<file path="src/logic/adc_reset_abort_control_defines.vh">
`ifndef ADC_RESET_ABORT_CONTROL_DEFINES_VH
`define ADC_RESET_ABORT_CONTROL_DEFINES_VH

// Clock
`define ARC_CLK_PERIOD_NS   50

// Pin and conversion timing in ns
`define ARC_RST_LOW_MIN_NS  25
`define ARC_ABORT_MAX_NS    50
`define ARC_RESUME_MAX_NS   20
`define ARC_FIRST_SAMP_NS   20
`define ARC_CONV_NS         650

// Widths and reset values
`define ARC_DATA_W          16
`define ARC_CNT_W           4
`define ARC_STATE_W         3
`define ARC_DATA_RST        16'h0000
`define ARC_CNT_ZERO        4'h0
`define ARC_CNT_ONE         4'h1

`endif

</file>
<file path="src/logic/adc_reset_abort_control.v">
`timescale 1ns/1ps
`include "adc_reset_abort_control_defines.vh"

// Overview of operation
// - Reset pin acts alone, whatever chip select shows.
// - A running conversion is aborted within 50 ns of reset.
// - Reset clears the result latch to zero.
// - Normal operation resumes at the first clock edge after reset release, within one 50 ns period.
// - First sampling period begins at the second clock edge after reset release.
// - Later sampling begins at the later of busy fall and select fall.
// - Start falling with select low during conversion resets the converter.
// - Select falling during conversion resets the converter.
// - Internal resets clear themselves without host action.
// - Power-on reset initialises the block without the reset pin.
// - Busy rises after start falls and falls when conversion ends.
// - Each conversion takes 650 ns on the internal clock.

module adc_reset_abort_control (
   // Clock and power-on reset
   input  wire                    i_clk_sys,
   input  wire                    i_nrst,
   // Host control pins
   input  wire                    i_reset_n,
   input  wire                    i_cs_n,
   input  wire                    i_conversion_start_n,
   // Code from the analog SAR array
   input  wire [`ARC_DATA_W-1:0]  i_sar_code,
   // Status and result
   output wire                    o_busy,
   output wire                    o_sampling,
   output wire                    o_in_reset,
   output wire                    o_abort,
   output wire                    o_data_valid,
   output wire [`ARC_DATA_W-1:0]  o_data
);

   // Cycle counts from times
   localparam integer P_NS      = `ARC_CLK_PERIOD_NS;
   localparam integer RST_RAW   = (`ARC_RST_LOW_MIN_NS + P_NS - 1) / P_NS;
   localparam integer RST_CYC   = (RST_RAW < 1) ? 1 : RST_RAW;
   localparam integer ABORT_RAW = `ARC_ABORT_MAX_NS / P_NS;
   localparam integer ABORT_CYC = (ABORT_RAW < 1) ? 1 : ABORT_RAW;
   localparam integer RES_RAW   = `ARC_RESUME_MAX_NS / P_NS;
   localparam integer RES_CYC   = (RES_RAW < 1) ? 1 : RES_RAW;
   localparam integer SMP_RAW   = (`ARC_FIRST_SAMP_NS + P_NS - 1) / P_NS;
   localparam integer SMP_LEAST = (SMP_RAW < 1) ? 1 : SMP_RAW;
   localparam integer SMP_CYC   = (SMP_LEAST > RES_CYC) ? SMP_LEAST
                                                        : RES_CYC;
   localparam integer CONV_RAW  = `ARC_CONV_NS / P_NS;
   localparam integer CONV_CYC  = (CONV_RAW < 1) ? 1 : CONV_RAW;

   // Counter loads, cut to the counter width on purpose
   localparam integer RST_M1    = RST_CYC - 1;
   localparam integer SMP_M1    = SMP_CYC - 1;
   localparam integer CONV_M1   = CONV_CYC - 1;

   localparam [`ARC_CNT_W-1:0] RST_LOAD  = RST_M1[`ARC_CNT_W-1:0];
   localparam [`ARC_CNT_W-1:0] SMP_LOAD  = SMP_M1[`ARC_CNT_W-1:0];
   localparam [`ARC_CNT_W-1:0] CONV_LOAD = CONV_M1[`ARC_CNT_W-1:0];

   // Positions of the watched pins in the edge detector
   localparam integer PIN_SEL   = 0;
   localparam integer PIN_START = 1;
   localparam integer PIN_NUM   = 2;

   // States
   localparam [`ARC_STATE_W-1:0] ST_RESET   = 3'h0;
   localparam [`ARC_STATE_W-1:0] ST_RECOVER = 3'h1;
   localparam [`ARC_STATE_W-1:0] ST_SAMPLE  = 3'h2;
   localparam [`ARC_STATE_W-1:0] ST_CONVERT = 3'h3;
   localparam [`ARC_STATE_W-1:0] ST_WAIT    = 3'h4;

   // Falling edge of an active-low pin
   function fell;
      input prev;
      input cur;
      begin
         fell = prev & ~cur;
      end
   endfunction

   // Counter has run out
   function cnt_done;
      input [`ARC_CNT_W-1:0] cnt;
      begin
         cnt_done = (cnt == `ARC_CNT_ZERO);
      end
   endfunction

   // Counter one step down
   function [`ARC_CNT_W-1:0] cnt_next;
      input [`ARC_CNT_W-1:0] cnt;
      begin
         cnt_next = cnt - `ARC_CNT_ONE;
      end
   endfunction

   reg [`ARC_STATE_W-1:0] state_q;
   reg [`ARC_STATE_W-1:0] state_d;
   reg [`ARC_CNT_W-1:0]   cnt_q;
   reg [`ARC_CNT_W-1:0]   cnt_d;
   reg                    busy_q;
   reg                    busy_d;
   reg                    samp_q;
   reg                    samp_d;
   reg                    abort_q;
   reg                    abort_d;
   reg                    valid_q;
   reg                    valid_d;
   reg [`ARC_DATA_W-1:0]  data_q;
   reg [`ARC_DATA_W-1:0]  data_d;
   wire [PIN_NUM-1:0]     pin_now;
   wire [PIN_NUM-1:0]     pin_fall;

   assign pin_now[PIN_SEL]   = i_cs_n;
   assign pin_now[PIN_START] = i_conversion_start_n;

   // Falling-edge detectors; history starts at the pins' idle high level
   genvar g;
   generate
      for (g = 0; g < PIN_NUM; g = g + 1) begin : g_pin_edge
         reg prev_q;
         always @(posedge i_clk_sys) begin
            if (!i_nrst) begin
               prev_q <= 1'b1;
            end else begin
               prev_q <= pin_now[g];
            end
         end
         assign pin_fall[g] = fell(prev_q, pin_now[g]);
      end
   endgenerate

   wire cs_fall   = pin_fall[PIN_SEL];
   wire cst_fall  = pin_fall[PIN_START];
   wire start_req = cst_fall && !i_cs_n;
   wire conv_run  = (state_q == ST_CONVERT);
   wire pin_rst   = ~i_reset_n;
   wire int_rst   = conv_run && (cs_fall || start_req);

   always @* begin
      state_d = state_q;
      cnt_d   = cnt_q;
      busy_d  = busy_q;
      samp_d  = samp_q;
      abort_d = 1'b0;
      valid_d = 1'b0;
      data_d  = data_q;
      if (pin_rst) begin
         // Pin reset ignores chip select
         state_d = ST_RESET;
         cnt_d   = `ARC_CNT_ZERO;
         busy_d  = 1'b0;
         samp_d  = 1'b0;
         abort_d = (state_q == ST_CONVERT);
         data_d  = `ARC_DATA_RST;
      end else if (int_rst) begin
         // Self-clearing reset timed from the abort edge
         state_d = ST_RESET;
         cnt_d   = RST_LOAD;
         busy_d  = 1'b0;
         samp_d  = 1'b0;
         abort_d = 1'b1;
         data_d  = `ARC_DATA_RST;
      end else begin
         case (state_q)
            ST_RESET: begin
               data_d = `ARC_DATA_RST;
               if (cnt_done(cnt_q)) begin
                  state_d = ST_RECOVER;
                  cnt_d   = SMP_LOAD;
               end else begin
                  cnt_d = cnt_next(cnt_q);
               end
            end
            ST_RECOVER: begin
               if (cnt_done(cnt_q)) begin
                  state_d = ST_SAMPLE;
                  samp_d  = 1'b1;
               end else begin
                  cnt_d = cnt_next(cnt_q);
               end
            end
            ST_SAMPLE: begin
               if (start_req) begin
                  state_d = ST_CONVERT;
                  cnt_d   = CONV_LOAD;
                  busy_d  = 1'b1;
                  samp_d  = 1'b0;
               end
            end
            ST_CONVERT: begin
               if (cnt_done(cnt_q)) begin
                  busy_d  = 1'b0;
                  valid_d = 1'b1;
                  data_d  = i_sar_code;
                  if (!i_cs_n) begin
                     state_d = ST_SAMPLE;
                     samp_d  = 1'b1;
                  end else begin
                     state_d = ST_WAIT;
                  end
               end else begin
                  cnt_d = cnt_next(cnt_q);
               end
            end
            ST_WAIT: begin
               if (cs_fall) begin
                  state_d = ST_SAMPLE;
                  samp_d  = 1'b1;
               end
            end
            default: begin
               state_d = ST_RESET;
               cnt_d   = `ARC_CNT_ZERO;
               busy_d  = 1'b0;
               samp_d  = 1'b0;
            end
         endcase
      end
   end

   // State and cycle counter; power-on acts like a released pin reset
   always @(posedge i_clk_sys) begin
      if (!i_nrst) begin
         state_q <= ST_RESET;
         cnt_q   <= `ARC_CNT_ZERO;
      end else begin
         state_q <= state_d;
         cnt_q   <= cnt_d;
      end
   end

   // Status flags
   always @(posedge i_clk_sys) begin
      if (!i_nrst) begin
         busy_q  <= 1'b0;
         samp_q  <= 1'b0;
         abort_q <= 1'b0;
         valid_q <= 1'b0;
      end else begin
         busy_q  <= busy_d;
         samp_q  <= samp_d;
         abort_q <= abort_d;
         valid_q <= valid_d;
      end
   end

   // Result latch
   always @(posedge i_clk_sys) begin
      if (!i_nrst) begin
         data_q <= `ARC_DATA_RST;
      end else begin
         data_q <= data_d;
      end
   end

   assign o_busy       = busy_q;
   assign o_sampling   = samp_q;
   assign o_in_reset   = (state_q == ST_RESET);
   assign o_abort      = abort_q;
   assign o_data_valid = valid_q;
   assign o_data       = data_q;

endmodule // adc_reset_abort_control

</file>
<file path="config.mk">
export PLATFORM = sky130hd
export DESIGN_NAME = adc_reset_abort_control
export DESIGN_NICKNAME = d
export VERILOG_FILES = /design/src/logic/adc_reset_abort_control.v
export VERILOG_INCLUDE_DIRS = /design/src /design/src/logic
export SDC_FILE = /design/constraint.sdc
export NUM_CORES = 1
export LEC_CHECK = 0
export BUFFER_PORTS_ARGS = -buffer_cell sky130_fd_sc_hd__buf_4
export CAP_MARGIN = 0
export CORE_MARGIN = 4
export CORE_UTILIZATION = 50
export DETAILED_ROUTE_END_ITERATION = 7
export PLACE_DENSITY = 0.78
export RECOVER_POWER = 100
export REMOVE_ABC_BUFFERS = 1
export SLEW_MARGIN = 30
export SYNTH_ARGS = -nofsm -noshare
export SYNTH_HDL_FRONTEND = slang
export SYNTH_SLANG_ARGS = --single-unit
</file>
<file path="constraint.sdc">
create_clock -name i_clk_sys -period 2.25 [get_ports i_clk_sys]
set_input_delay 0 -clock i_clk_sys [delete_from_list [all_inputs] [get_ports i_clk_sys]]
set_output_delay 0 -clock i_clk_sys [all_outputs]
set_load 0.005 [all_outputs]
</file>
==> key figures <==
Detailed routing
  • First DRT Iteration DRCs: between 80 and 90
  • Drc violations: 0
  • WL final: between 3000 and 4000 um
  • Antenna Nets Post-Route: 0
  • Pre-antenna DRT Iters: 4
  • Wire length per cell: around 15 um
  • DR vias: approximately 1400
  • Via density: ~5.7

Die
  • Core region area: between 2000 and 3000 um^2
  • Chip height: roughly 60 um
  • Row cnt: 18
  • Die ar.: between 3000 and 4000 um^2
  • Die width: roughly 60 um
  • Starting Density: 0.538
  • Ports: between 40 and 50

STA
  • Final setup margin: around 210 ps
  • Worst relative slew slack: 0.443
  • Worst-margin pin slew: between 800 and 900 ps
  • Sum Neg Setup Slack: 0 ps
  • Tcrit/Tclk final: 0.905
  • Fin. Hold Viols: 0
  • Tmin final: between 2000 and 2500 ps
  • RSZ-0062 raised after global routing: no
  • Max Transition Viols Final: 0
  • Fin Clk Skew: approximately 7.3 ps
  • Setup violators final: 0
  • Fmax: a little under 500 MHz

Finish
  • Ant. Diodes: 0
  • Multi-input gate area: ~700 um^2
  • Commonest non-fill, non-tap cells in the layout: dfxtp_1, a21oi_1, clkbuf_4, buf_4
  • Net count, final: roughly 250
  • Share of layout cells above drive strength 1: 0.265
  • Layout area overhead: 42.0%
  • Fillers: 190
  • Register area: a little under 600 um^2
  • Most common cell after layout, fill and taps aside: dfxtp_1

Yosys
  • Asr flop ratio synth: 0
  • Mapped Avg Cell Area: ~8.8 um^2
  • Post-synth EDFFs: 0
  • Ys Warns: 0
  • Post-Syn Instances: around 160
  • Cell area after synthesis: 1370 um^2
  • Synth Register Bits: 29
  • Ys flop type: dfxtp_1
  • Synth cell types: 42
  • Post-synthesis sequential area ratio: 0.424

Pwr
  • Peak VDD IR: 0.760 mV
  • Pwr dens: roughly 940 nW/um^2
  • Leakage: approximately 0.75 nW

Hold path
  • Hold path endpoint: g_pin_edge[1].prev_q
  • Worst hold path depth: 3
  • HP Start: i_nrst
  • Hold Crit Class: in -> reg

Setup path
  • Reg2Reg Setup Slack: 210 ps
  • Crit Path Category: reg -> reg
  • Setup crit start kind: flop
  • Worst R2R End: o_data_valid
  • Crit Reg-Reg Startpoint: state_q[0]
  • FF-to-FF path depth: 5
  • WP data required: between 2000 and 2500 ps
  • Nature of the critical path endpoint: flop
  • Critical Path AT: 2250 ps
  • Critical-path maximum fanout: 12

CTS
  • CTS tree: yes
  • Post-cts sizing count: 0
  • Cts bufs inserted: 5
  • CTS root buf: clkbuf_4
  • # H-tree levels: 2
  • Clock sinks: 29
  • Clock transition at the registers of the reported paths: approximately 90 ps
  • Clock Latency Late Sink: between 300 and 400 ps
  • Clock buffer depth: 2

GRT
  • Grt ovf: 0
  • First-pass GRT wire length: ~6200 um
  • GRT Util Overall: 0.225
  • Initial antenna violation count: 0
  • Largest net degree at the start of global routing: 20
  • Vias in the first global route: between 1000 and 1500

Placed design
  • DPL Wire Length: ~2600 um
  • # port buffers: about 40
  • Post-Place Worst Slack: ~460 ps
  • GPL Wtd Cong: 0.851

Run status
  • Status: finished, final reports clean

Job
  • Max-Cap Viols: 0
stage by stage:
step / hold WS, ps / power, W / cell area [um^2] / std cells / utilization
global placement: 191 / 0.00149 / 1710 / 223 / 0.673
CTS: 413 / 0.00187 / 1980 / 253 / 0.779
finish: 409 / 0.00184 / 1940 / 253 / 0.764
floorplan: 69.0 / 0.00122 / 1310 / 145 / -
global route: 444 / 0.00196 / 1940 / 253 / 0.764
detailed placement: 193 / 0.00154 / 1710 / 223 / 0.673
layer usage:
layer,vias to the layer above,wire [um],track usage
met5,-,0,0
met4,0,25,0.0506
met3,5,152,0.0518
met2,33,2100,0.437
met1,701,1600,0.243
li1,704,-,-
critical path, stage by stage (launching register included):
cell	delay [ps]
dfxtp_1	560
nor2b_1	290
nand2_1	90
o211ai_1	540
clkbuf_2	360
nor2_1	90
sequential cells by signal, summed over array words and instances, names as in the netlist:
| register | count |
|---|---|
| o_abort | 1 |
| state_q | 3 |
| o_data | 16 |
| cnt_q | 4 |
| o_busy | 1 |
| o_data_valid | 1 |
| g_pin_edge.prev_q | 2 |
| o_sampling | 1 |
cells in the mapped netlist, types with 2 or more instances:
| cell type | number | area share |
|---|---|---|
| nor2b_1 | 3 | 0.014 |
| inv_1 | 4 | 0.011 |
| nor2_1 | 4 | 0.011 |
| clkbuf_1 | 2 | 0.0055 |
| dfxtp_1 | 29 | 0.42 |
| nand2_1 | 22 | 0.060 |
| nand2b_1 | 4 | 0.018 |
| buf_2 | 8 | 0.029 |
| a21oi_1 | 23 | 0.084 |
| or4_1 | 2 | 0.011 |
| a21oi_2 | 2 | 0.013 |
| o21bai_1 | 2 | 0.011 |
| o211ai_1 | 17 | 0.093 |
| o21ai_0 | 4 | 0.015 |
| ha_1 | 2 | 0.018 |
| and3b_1 | 2 | 0.013 |
worst max-delay path by stage:
stage	endpoint	from
2_1_floorplan	o_data[0]	cnt_q[0]
3_3_place_gp	o_data_valid	state_q[0]
3_5_place_dp	o_data_valid	state_q[0]
4_1_cts	o_abort	state_q[2]
5_1_grt	o_data[2]	state_q[0]
6_report	o_data_valid	state_q[0]
power breakdown:
part	switching (W)	internal (W)
logic	0.000508	0.000398
clock network	0.000176	0.000119
registers	0.0000766	0.000559
logic make-up (layout without fill, tap and decap cells):
family                     Yosys count  after routing  share of synthesized area
and+or+nand+nor                     49             49                      0.211
xor gates and xnor gates             2              2                     0.0128
DFF                                 29             29                      0.424
adders and majority gates            2              2                     0.0183
AOI/OAI and AO/OA                   59             59                      0.282
buffers and inverters               15             82                     0.0512
final cells by class:
cell class / count / share of cell area
Multi-Input combinational cell: 112 / 0.359
Sequential cell: 29 / 0.299
Timing Repair Buffer: 70 / 0.289
Clock buffer: 6 / 0.0212
Tap cell: 30 / 0.0193
Inverter: 4 / 0.00772
Clock inverter: 2 / 0.00515
timing repair:
item,4_1_cts,5_1_grt
hold buffers,22,0
hold endpoints to repair,20,0
setup buffers,0,0
Power figures use the tool's default switching activity.
